$ cat config.mk
export PLATFORM = sky130hd
export DESIGN_NAME = flash_sector_protect_control
export DESIGN_NICKNAME = d
export VERILOG_FILES = /design/src/flash_prot_pkg.sv /design/src/flash_sector_protect_control.sv
export SDC_FILE = /design/constraint.sdc
export NUM_CORES = 1
export LEC_CHECK = 0
export ABC_AREA = 1
export BUFFER_PORTS_ARGS = -buffer_cell sky130_fd_sc_hd__buf_2
export CORE_MARGIN = 1.5
export CORE_UTILIZATION = 40
export DETAILED_ROUTE_END_ITERATION = 12
export PLACE_DENSITY = 0.73
export SYNTH_ARGS = -nofsm -noshare
export SYNTH_HDL_FRONTEND = slang
export SYNTH_SLANG_ARGS = --single-unit
$ cat constraint.sdc
create_clock -name ref_clk_in -period 1.58 [get_ports ref_clk_in]
set_input_delay 0.237 -clock ref_clk_in [delete_from_list [all_inputs] [get_ports ref_clk_in]]
set_output_delay 0.237 -clock ref_clk_in [all_outputs]
set_load 0.01 [all_outputs]
$ cat src/flash_prot_pkg.sv
// shared constants and types for the flash sector protection control block
package flash_prot_pkg;

	// serial pins arriving from the host, all taken as synchronous to ref_clk_in
	typedef struct packed {
		logic cs_n; // chip select, active low
		logic sck;  // serial clock from the host
		logic si;   // serial data into the device
	} spi_pins_s;

	// geometry
	localparam int NUM_SECTORS = 16;
	localparam int SECT_W = 4;
	localparam int SECT_SEL_LSB = 0;   // sector number sits in the low nibble of address byte 0
	localparam int ADDR_LAST = 2;      // index of the last of three address bytes

	// opcodes
	localparam logic [7:0] OPC_RD_PROT = 8'h3C; // read one sector's protection flag
	localparam logic [7:0] OPC_WR_STAT = 8'h01; // write status register

	// written status byte layout
	localparam int WR_LOCK_POS = 7;    // the only stored bit
	localparam int WR_GP_HI = 5;       // global decode field, upper bit
	localparam int WR_GP_LO = 2;       // global decode field, lower bit
	localparam logic [3:0] GP_UNPROTECT = 4'h0;
	localparam logic [3:0] GP_PROTECT = 4'hF;

	// read-back status byte layout
	localparam int ST_LOCK_POS = 7;
	localparam int ST_WPP_POS = 4;     // write-protect pin level
	localparam int ST_SUM_HI = 3;
	localparam int ST_SUM_LO = 2;

	// protection summary codes
	localparam logic [1:0] SUM_NONE = 2'h0;
	localparam logic [1:0] SUM_SOME = 2'h1;
	localparam logic [1:0] SUM_ALL = 2'h3;

	// reset values
	localparam logic [NUM_SECTORS-1:0] SECTOR_RST = 16'hFFFF; // power up all protected
	localparam logic LOCK_RST = 1'b0;
	localparam logic [2:0] BIT_LAST = 3'h7;

	// command decoder states
	typedef enum logic [2:0] {
		ST_OPCODE,
		ST_ADDR,
		ST_WRSTAT,
		ST_RDPROT,
		ST_IGNORE
	} cmd_state_e;

endpackage : flash_prot_pkg

$ cat src/flash_sector_protect_control.sv
// sector protection control: global protect decode, lock bit and protection query
// Notes on behaviour
// - unlocked write with field 0000 unprotects all
// - unlocked write with field 1111 protects all
// - other field patterns leave flags; lock follows
// - lock set, pin high: no global action
// - lock set, pin high: lock follows bit 7
// - 00h unprotects, 7Fh protects, FFh protects+locks
// - 0Fh clears lock only, F0h sets only
// - only bit 7 stored; field reads report state
// - query returns protection flag, never pin state
// - query streams FFh protected, 00h unprotected
// - chip select high ends query, output floats
// - summary tells all, some or no sectors protected
// - pin low and lock set: everything frozen
module flash_sector_protect_control
	import flash_prot_pkg::*;
(
	// clock and reset
	input wire logic ref_clk_in,
	input wire logic srst_in,
	// serial link from the host
	input wire spi_pins_s spi_in,
	input wire logic wp_n_in,
	// serial output, enable low while driving
	output logic so_out,
	output logic so_oe_n_out,
	// protection state
	output logic protection_lock_bit_out,
	output logic [NUM_SECTORS-1:0] sector_prot_out,
	output logic [1:0] soft_protect_summary_out,
	output logic [7:0] status_out
);

	// state held from one edge to the next
	cmd_state_e state_q; // command decoder state
	logic sck_q; // previous sck level for edge detection
	logic [7:0] shift_q; // incoming byte, msb first
	logic [2:0] bit_q; // bit index within current byte
	logic [1:0] byte_q; // address byte index
	logic [SECT_W-1:0] sect_q; // sector named by the query address
	logic lock_q; // protection lock bit
	logic [NUM_SECTORS-1:0] prot_q; // per-sector protection flags

	// combinational helpers
	logic sck_rise; // device sampling edge
	logic sck_fall; // device launch edge
	logic byte_done; // eighth bit of a byte taken this cycle
	logic [7:0] byte_d; // completed byte including the bit taken now
	logic wr_go; // status write byte completes this cycle
	logic [3:0] gp_field; // written global decode field
	logic hard_locked; // pin asserted and lock set
	logic prot_all; // every sector protected
	logic prot_none; // no sector protected

	// edge detection on the sampled host clock
	// sck is oversampled, so the host must hold each level for at least one cycle
	assign sck_rise = spi_in.sck & ~sck_q;
	assign sck_fall = ~spi_in.sck & sck_q;
	assign byte_done = ~spi_in.cs_n & sck_rise & (bit_q == BIT_LAST);
	assign byte_d = {shift_q[6:0], spi_in.si};
	assign wr_go = byte_done & (state_q == ST_WRSTAT);
	assign gp_field = byte_d[WR_GP_HI:WR_GP_LO];
	assign hard_locked = ~wp_n_in & lock_q;
	assign prot_all = &prot_q;
	assign prot_none = ~|prot_q;

	// track the host clock level
	always_ff @(posedge ref_clk_in) begin
		if (srst_in) begin
			sck_q <= 1'b0;
		end else begin
			sck_q <= spi_in.sck;
		end
	end

	// bit shifter and bit counter; restart whenever chip select is high
	// a cut byte is simply dropped, so a partial write never takes effect
	always_ff @(posedge ref_clk_in) begin
		if (srst_in || spi_in.cs_n) begin
			shift_q <= 8'h00;
			bit_q <= 3'h0;
		end else if (sck_rise) begin
			shift_q <= byte_d;
			bit_q <= bit_q + 3'h1;
		end
	end

	// command decoder
	// opcode first, then either one status byte or three address bytes
	always_ff @(posedge ref_clk_in) begin
		if (srst_in || spi_in.cs_n) begin
			// a raised chip select abandons any command, even mid-byte
			state_q <= ST_OPCODE;
			byte_q <= 2'h0;
		end else if (byte_done) begin
			unique case (state_q)
				ST_OPCODE: begin
					if (byte_d == OPC_RD_PROT) begin
						state_q <= ST_ADDR;
					end else if (byte_d == OPC_WR_STAT) begin
						state_q <= ST_WRSTAT;
					end else begin
						// opcodes outside this block are left to other logic
						state_q <= ST_IGNORE;
					end
				end
				ST_ADDR: begin
					if (byte_q == 2'(ADDR_LAST)) begin
						state_q <= ST_RDPROT;
					end
					byte_q <= byte_q + 2'h1;
				end
				ST_WRSTAT: begin
					// one byte only; extra clocks are ignored
					state_q <= ST_IGNORE;
				end
				ST_RDPROT: begin
					state_q <= ST_RDPROT; // stream repeats until chip select rises
				end
				ST_IGNORE: begin
					state_q <= ST_IGNORE;
				end
			endcase
		end
	end

	// sector select: low nibble of the first address byte, the top address
	// bits that the sixteen sectors span; the other two bytes only pad
	always_ff @(posedge ref_clk_in) begin
		if (srst_in) begin
			sect_q <= '0;
		end else if (byte_done && state_q == ST_ADDR && byte_q == 2'h0) begin
			sect_q <= byte_d[SECT_SEL_LSB +: SECT_W];
		end
	end

	// lock bit: only bit 7 of a status write is stored
	// with the pin low and the lock clear the bit may still be set
	always_ff @(posedge ref_clk_in) begin
		if (srst_in) begin
			lock_q <= LOCK_RST;
		end else if (wr_go && !hard_locked) begin
			// hard lock freezes the bit; otherwise it follows the write
			lock_q <= byte_d[WR_LOCK_POS];
		end
	end

	// global protect and unprotect decode
	// soft and hard lock both block it, since either needs the lock set
	always_ff @(posedge ref_clk_in) begin
		if (srst_in) begin
			prot_q <= SECTOR_RST;
		end else if (wr_go && !lock_q) begin
			// decision uses the lock value before this write, so clearing
			// the lock and a global action can never share one write
			if (gp_field == GP_UNPROTECT) begin
				prot_q <= '0;
			end else if (gp_field == GP_PROTECT) begin
				prot_q <= '1;
			end
			// any other pattern leaves the flags alone
		end
	end

	// serial output: launched on falling edges, floats with chip select high
	// only the flag is sent, so the pin level can never leak into the stream
	always_ff @(posedge ref_clk_in) begin
		if (srst_in || spi_in.cs_n) begin
			so_out <= 1'b0;
			so_oe_n_out <= 1'b1;
		end else if (state_q == ST_RDPROT && sck_fall) begin
			// every bit of the repeating byte equals the flag: FFh or 00h
			so_out <= prot_q[sect_q];
			so_oe_n_out <= 1'b0;
		end
	end

	// registered views of protection state and the status byte
	// one cycle behind the state, which keeps every output on a flip-flop
	always_ff @(posedge ref_clk_in) begin
		if (srst_in) begin
			protection_lock_bit_out <= LOCK_RST;
			sector_prot_out <= SECTOR_RST;
			soft_protect_summary_out <= SUM_ALL;
			status_out <= 8'h00;
		end else begin
			protection_lock_bit_out <= lock_q;
			sector_prot_out <= prot_q;
			if (prot_all) begin
				soft_protect_summary_out <= SUM_ALL;
			end else if (prot_none) begin
				soft_protect_summary_out <= SUM_NONE;
			end else begin
				soft_protect_summary_out <= SUM_SOME;
			end
			// field positions report pin and protection, never written data
			status_out <= 8'h00;
			status_out[ST_LOCK_POS] <= lock_q;
			status_out[ST_WPP_POS] <= wp_n_in;
			status_out[ST_SUM_HI:ST_SUM_LO] <= prot_all ? SUM_ALL :
				(prot_none ? SUM_NONE : SUM_SOME);
		end
	end

	// checks kept beside the logic
	// most properties are held off while reset is asserted

	// flags first, then their registered copy one cycle later
	AST_GLOBAL_UNPROT: assert property (@(posedge ref_clk_in) disable iff (srst_in)
		wr_go && !lock_q && gp_field == GP_UNPROTECT |=> prot_q == '0 ##1 sector_prot_out == '0)
		else $error("global unprotect did not clear all flags");

	AST_GLOBAL_PROT: assert property (@(posedge ref_clk_in) disable iff (srst_in)
		wr_go && !lock_q && gp_field == GP_PROTECT |=> prot_q == '1 ##1 sector_prot_out == '1)
		else $error("global protect did not set all flags");

	AST_PARTIAL_KEEP: assert property (@(posedge ref_clk_in) disable iff (srst_in)
		wr_go && !lock_q && gp_field != GP_PROTECT && gp_field != GP_UNPROTECT
		|=> $stable(prot_q))
		else $error("partial field pattern changed protection flags");

	// pin high and lock set: the flags must not move
	AST_SOFT_LOCK: assert property (@(posedge ref_clk_in) disable iff (srst_in)
		wr_go && lock_q && wp_n_in |=> $stable(prot_q))
		else $error("global action taken while soft locked");

	AST_SOFT_UNLOCK: assert property (@(posedge ref_clk_in) disable iff (srst_in)
		wr_go && lock_q && wp_n_in |=> lock_q == $past(byte_d[WR_LOCK_POS]))
		else $error("soft locked write did not update lock bit");

	AST_LOCK_FOLLOWS: assert property (@(posedge ref_clk_in) disable iff (srst_in)
		wr_go && !lock_q |=> lock_q == $past(byte_d[WR_LOCK_POS])
		##1 protection_lock_bit_out == lock_q)
		else $error("lock bit did not follow written bit 7");

	// pin low and lock set: neither the lock nor the flags may change
	AST_HARD_LOCK: assert property (@(posedge ref_clk_in) disable iff (srst_in)
		wr_go && lock_q && !wp_n_in |=> $stable(lock_q) && $stable(prot_q))
		else $error("hard lock state changed by status write");

	AST_FLOAT: assert property (@(posedge ref_clk_in) disable iff (srst_in)
		spi_in.cs_n |=> so_oe_n_out && state_q == ST_OPCODE)
		else $error("serial output not floated after chip select rose");

	// prot_q held steady so the expected bit is well defined
	AST_QUERY_DATA: assert property (@(posedge ref_clk_in) disable iff (srst_in)
		state_q == ST_RDPROT && sck_fall && !spi_in.cs_n && $stable(prot_q)
		|=> !so_oe_n_out && so_out == prot_q[sect_q])
		else $error("protection query bit wrong");

	AST_SUMMARY: assert property (@(posedge ref_clk_in) disable iff (srst_in)
		prot_none && $stable(prot_q) |=> soft_protect_summary_out == SUM_NONE
		&& status_out[ST_SUM_HI:ST_SUM_LO] == SUM_NONE)
		else $error("summary does not show no sectors protected");

	// all sectors protected must read back as the all code
	AST_SUMMARY_ALL: assert property (@(posedge ref_clk_in) disable iff (srst_in)
		prot_all |=> soft_protect_summary_out == SUM_ALL
		&& status_out[ST_SUM_HI:ST_SUM_LO] == SUM_ALL)
		else $error("summary does not show all sectors protected");

	// reset always leaves the lock clear, inside and at the pin
	AST_LOCK_RESET: assert property (@(posedge ref_clk_in)
		srst_in |=> !lock_q && !protection_lock_bit_out)
		else $error("lock bit not cleared by reset");

	// a streamed bit stands until the next falling host clock
	AST_QUERY_HOLD: assert property (@(posedge ref_clk_in) disable iff (srst_in)
		state_q == ST_RDPROT && !spi_in.cs_n && !sck_fall
		|=> $stable(so_out) && $stable(so_oe_n_out))
		else $error("query output moved between falling edges");

	// the pin is driven only inside a protection query
	AST_DRIVE_IN_QUERY: assert property (@(posedge ref_clk_in) disable iff (srst_in)
		!so_oe_n_out |-> state_q == ST_RDPROT)
		else $error("serial output driven outside a protection query");

	// the named sector cannot move while its flag streams out
	AST_SECTOR_HOLD: assert property (@(posedge ref_clk_in) disable iff (srst_in)
		state_q == ST_RDPROT |=> $stable(sect_q))
		else $error("query sector changed during the read");

	// registered copies trail the state by exactly one cycle
	AST_VIEW_MIRROR: assert property (@(posedge ref_clk_in) disable iff (srst_in)
		!srst_in |=> sector_prot_out == $past(prot_q)
		&& protection_lock_bit_out == $past(lock_q))
		else $error("registered protection view out of step");

	// status view reports the pin and the lock, never written bits
	AST_STATUS_VIEW: assert property (@(posedge ref_clk_in) disable iff (srst_in)
		!srst_in |=> status_out[ST_WPP_POS] == $past(wp_n_in)
		&& status_out[ST_LOCK_POS] == $past(lock_q))
		else $error("status view does not show pin and lock");

	// bytes after the single status byte change nothing
	AST_EXTRA_IGNORED: assert property (@(posedge ref_clk_in) disable iff (srst_in)
		state_q == ST_IGNORE |=> $stable(lock_q) && $stable(prot_q))
		else $error("byte after status write changed protection state");

endmodule : flash_sector_protect_control

==> reports/results.tsv <==
stage	metric	value	unit
cts	clock_latency	300	ps
routing	drtIter0Drc	37	
global_route	grt_max_degree	19	
synth	synth_top_family_by_area	simple AND/OR/NAND/NOR gates	
power_and_ir_drop	power.density	767	mW/mm²
synth	ys_seq_elements	24	
timing	tns	0	ps
timing	finalCriticalPeriod	1350	ps
finish	fin_nets	187	
global_route	busiest_layer	met2	
power_and_ir_drop	p_leak	0.000571	µW
setup_path	cp_num_buf_inv	0	
global_route	grt_use_met3	0.0402	
min_path	worstHoldPathType	in -> reg	
power_and_ir_drop	p_switching	226	µW
die	io_pins	35	
setup_path	cp.depth	9	
synth	synth.area.mux_share	0	
cts	cts.repair_timing.setup_buffer_count	0	
setup_path	cp-endpoint	prot_q[14]	
global_route	use_met1	0.155	
synth	synth_compound_area_frac	0.106	
setup_path	critPathTopFamily	simple AND/OR/NAND/NOR gates	
cts	clock_path_buffers	2	
die	die_width	58.1	µm
die	num_rows	19	
cts	root_buffer	clkbuf_4	
timing	final_max_slew_viol_count	0	
cts	htreeDepth	1	
routing	dr.pass1.iters	8	
routing	via_per_inst	4.58	
run	maxCapViolations	0	
synth	synthXorXnorAreaFrac	0.00722	
cts	cts_tree	yes	
setup_path	worstPathArrival	1560	ps
routing	drc	7	
synth	syn_area	0.00121	mm²
global_route	grt_usage	0.120	
die	dieArea	0.00337	mm²
power_and_ir_drop	pwr-share-clk	0.264	
synth	ys_warn_count	0	
routing	routed-via-count	943	
setup_path	cp-start-kind	register	
cts	numClockSinks	24	
setup_path	crit_fanout	4	
placement	io_buffers	30	
setup_path	timing.rr.end	prot_q[14]	
synth	synth_cell_types	20	
finish	layout-drive-gt1-share	0.251	
routing	routed_wl	1.89	mm
timing	rsz0062_at_grt	no	
die	dieHeight	58.1	µm
power_and_ir_drop	p_sw_frac	0.235	
setup_path	crit_chain	ha_1 -> ha_1 -> nand2_1 -> nor2_4 -> nand2_1 -> nor2_2 -> nand2_1 -> nand2_1 -> nand3_1	
setup_path	critPathSlowestCell	dfxtp_1	
finish	area_growth	3.30	%
setup_path	crit_top_cell	nand2_1	
timing	fmax	741	MHz
timing	hold_viol	0	
synth	synth_seq_area_share	0.396	
placement	placed_cell_area	0.00123	mm²
cts	ctsHoldBuffers	0	
setup_path	cp-startpoint	bit_q[0]	
finish	multi_input_area	478	µm²
timing	fin_crit_sh	0.854	
global_route	grt_pass1_vias	753	
cts	cts_buffers	3	
synth	yosys-top-cells-area	dfxtp_1 (40%), buf_4 (15%), nor2_1 (8.0%)	
global_route	grt_first_pass_wirelength	3.15	mm
timing	setup_violations	0	
setup_path	reg2reg_setup_slack	230	ps
power_and_ir_drop	p_int	735	µW
global_route	grt_overflow	0	
setup_path	crit_type	reg -> reg	
timing	skew	1.71	ps
global_route	antenna_found_initial	0	
die	start_util	0.429	
outcome	outcome	complete, but fails checks	
routing	ant_nets	0	
power_and_ir_drop	irDropWorstVdd	0.000474	V
setup_path	cp.required	1790	ps
finish	finish.instance_area	0.00125	mm²
placement	dp_hpwl	1.48	mm
finish	diodes	0	
synth	syn_avg_cell_area	7.40	µm²
finish	ff_latch_area	480	µm²
synth	yosysTopAreaCell	dfxtp_1	
power_and_ir_drop	combPwrFrac	0.084	
setup_path	max_stage_delay	370	ps
outcome	violations	design-rule violations	
cts	post_cts_resized	0	
global_route	met2_usage	0.193	
placement	gp_congestion	0.808	
die	core-area	0.00283	mm²
power_and_ir_drop	sequentialPowerShare	0.652	
finish	fill_cells	285	
synth	synthAdderAreaFrac	0.0412	
synth	syn_inst	164	
cts	clk_pin_slew	120	ps
routing	wire_per_inst	9.16	µm
synth	yosys.area_share.simple	0.227	
setup_path	endpoint_kind	register	
setup_path	reg2reg_depth	9	
synth	synth_top_cell_area_share	0.396	
setup_path	r2r_start	bit_q[0]	
## power groups by stage
stage          Clock (µW)  Combinational, µW  Sequential, µW
2_1_floorplan           0               66.8             641
3_3_place_gp            0               80.6             641
3_5_place_dp            0               81.2             641
4_1_cts               269               81.4             628
5_1_grt               290               92.9             630
6_report              254               80.8             627
## layer usage
layer	share of wire	routed length, µm	vias up
met1	0.49	926	401
met2	0.44	823	35
met4	0.010	19	0
met5	0	0	-
li1	-	-	505
met3	0.063	119	2
## cell usage in the layout, fill, tap and decap left out, drive strengths merged
cell     n
clkinv   2
conb     4
xor2     1
nand3    5
o21ai   15
inv     18
nand4    2
nor2    31
dfxtp   24
ha       4
a21oi   10
buf     31
nand2   25
clkbuf   3
## stage by stage
stage	setup WS, ps	hold slack (ps)	util	power (µW)	std cells
global route	83.3	144	0.443	1010	206
detailed placement	236	431	0.435	723	203
finish	231	141	0.443	962	206
CTS	216	138	0.443	978	206
floorplan	344	359	-	708	167
global placement	286	427	0.435	721	203
## sequential cells by signal, indices dropped and copies added (netlist names), 2 cells and up
signal,flops
bit_q,3
shift_q,7
state_q,3
byte_q,2
status_out,2
## worst register-to-register path, stage by stage, from the launching register on
cell and delay [ps]:
dfxtp_1 370, ha_1 150, ha_1 150, nand2_1 80, nor2_4 130, nand2_1 110
nor2_2 100, nand2_1 60, nand2_1 50, nand3_1 60
## layout make-up
cell class / instances / area share
inverter: 20 / 0.0609
timing repair buffer: 31 / 0.126
clock buffer: 3 / 0.0180
tap: 31 / 0.0309
sequential: 24 / 0.383
multi-input combinational: 97 / 0.381
## cells by family (layout without fill, tap and decap cells)
kind of cell,Yosys count,after routing
compound gates,25,25
xor+xnor,1,1
fa+ha+maj,4,4
buf+inv,46,54
flops,24,24
other cells,1,4
simple gates,63,63
## Yosys cell counts (all sizes together)
cell,number
inv,18
conb,1
nand2,25
dfxtp,24
nor2,31
ha,4
o21ai,15
buf,26
xor2,1
nand3,5
clkinv,2
a21oi,10
nand4,2
## worst min path at each step
stage / from / end / slack [ps] / cells after the start
2_1_floorplan: wp_n_in / status_out[4] / 360 / 2
3_3_place_gp: so_oe_n_out / so_oe_n_out / 430 / 2
3_5_place_dp: so_oe_n_out / so_oe_n_out / 430 / 2
4_1_cts: wp_n_in / status_out[4] / 140 / 3
5_1_grt: wp_n_in / status_out[4] / 140 / 3
6_report: wp_n_in / status_out[4] / 140 / 3
Note: power is estimated with default switching activity, not from simulation.
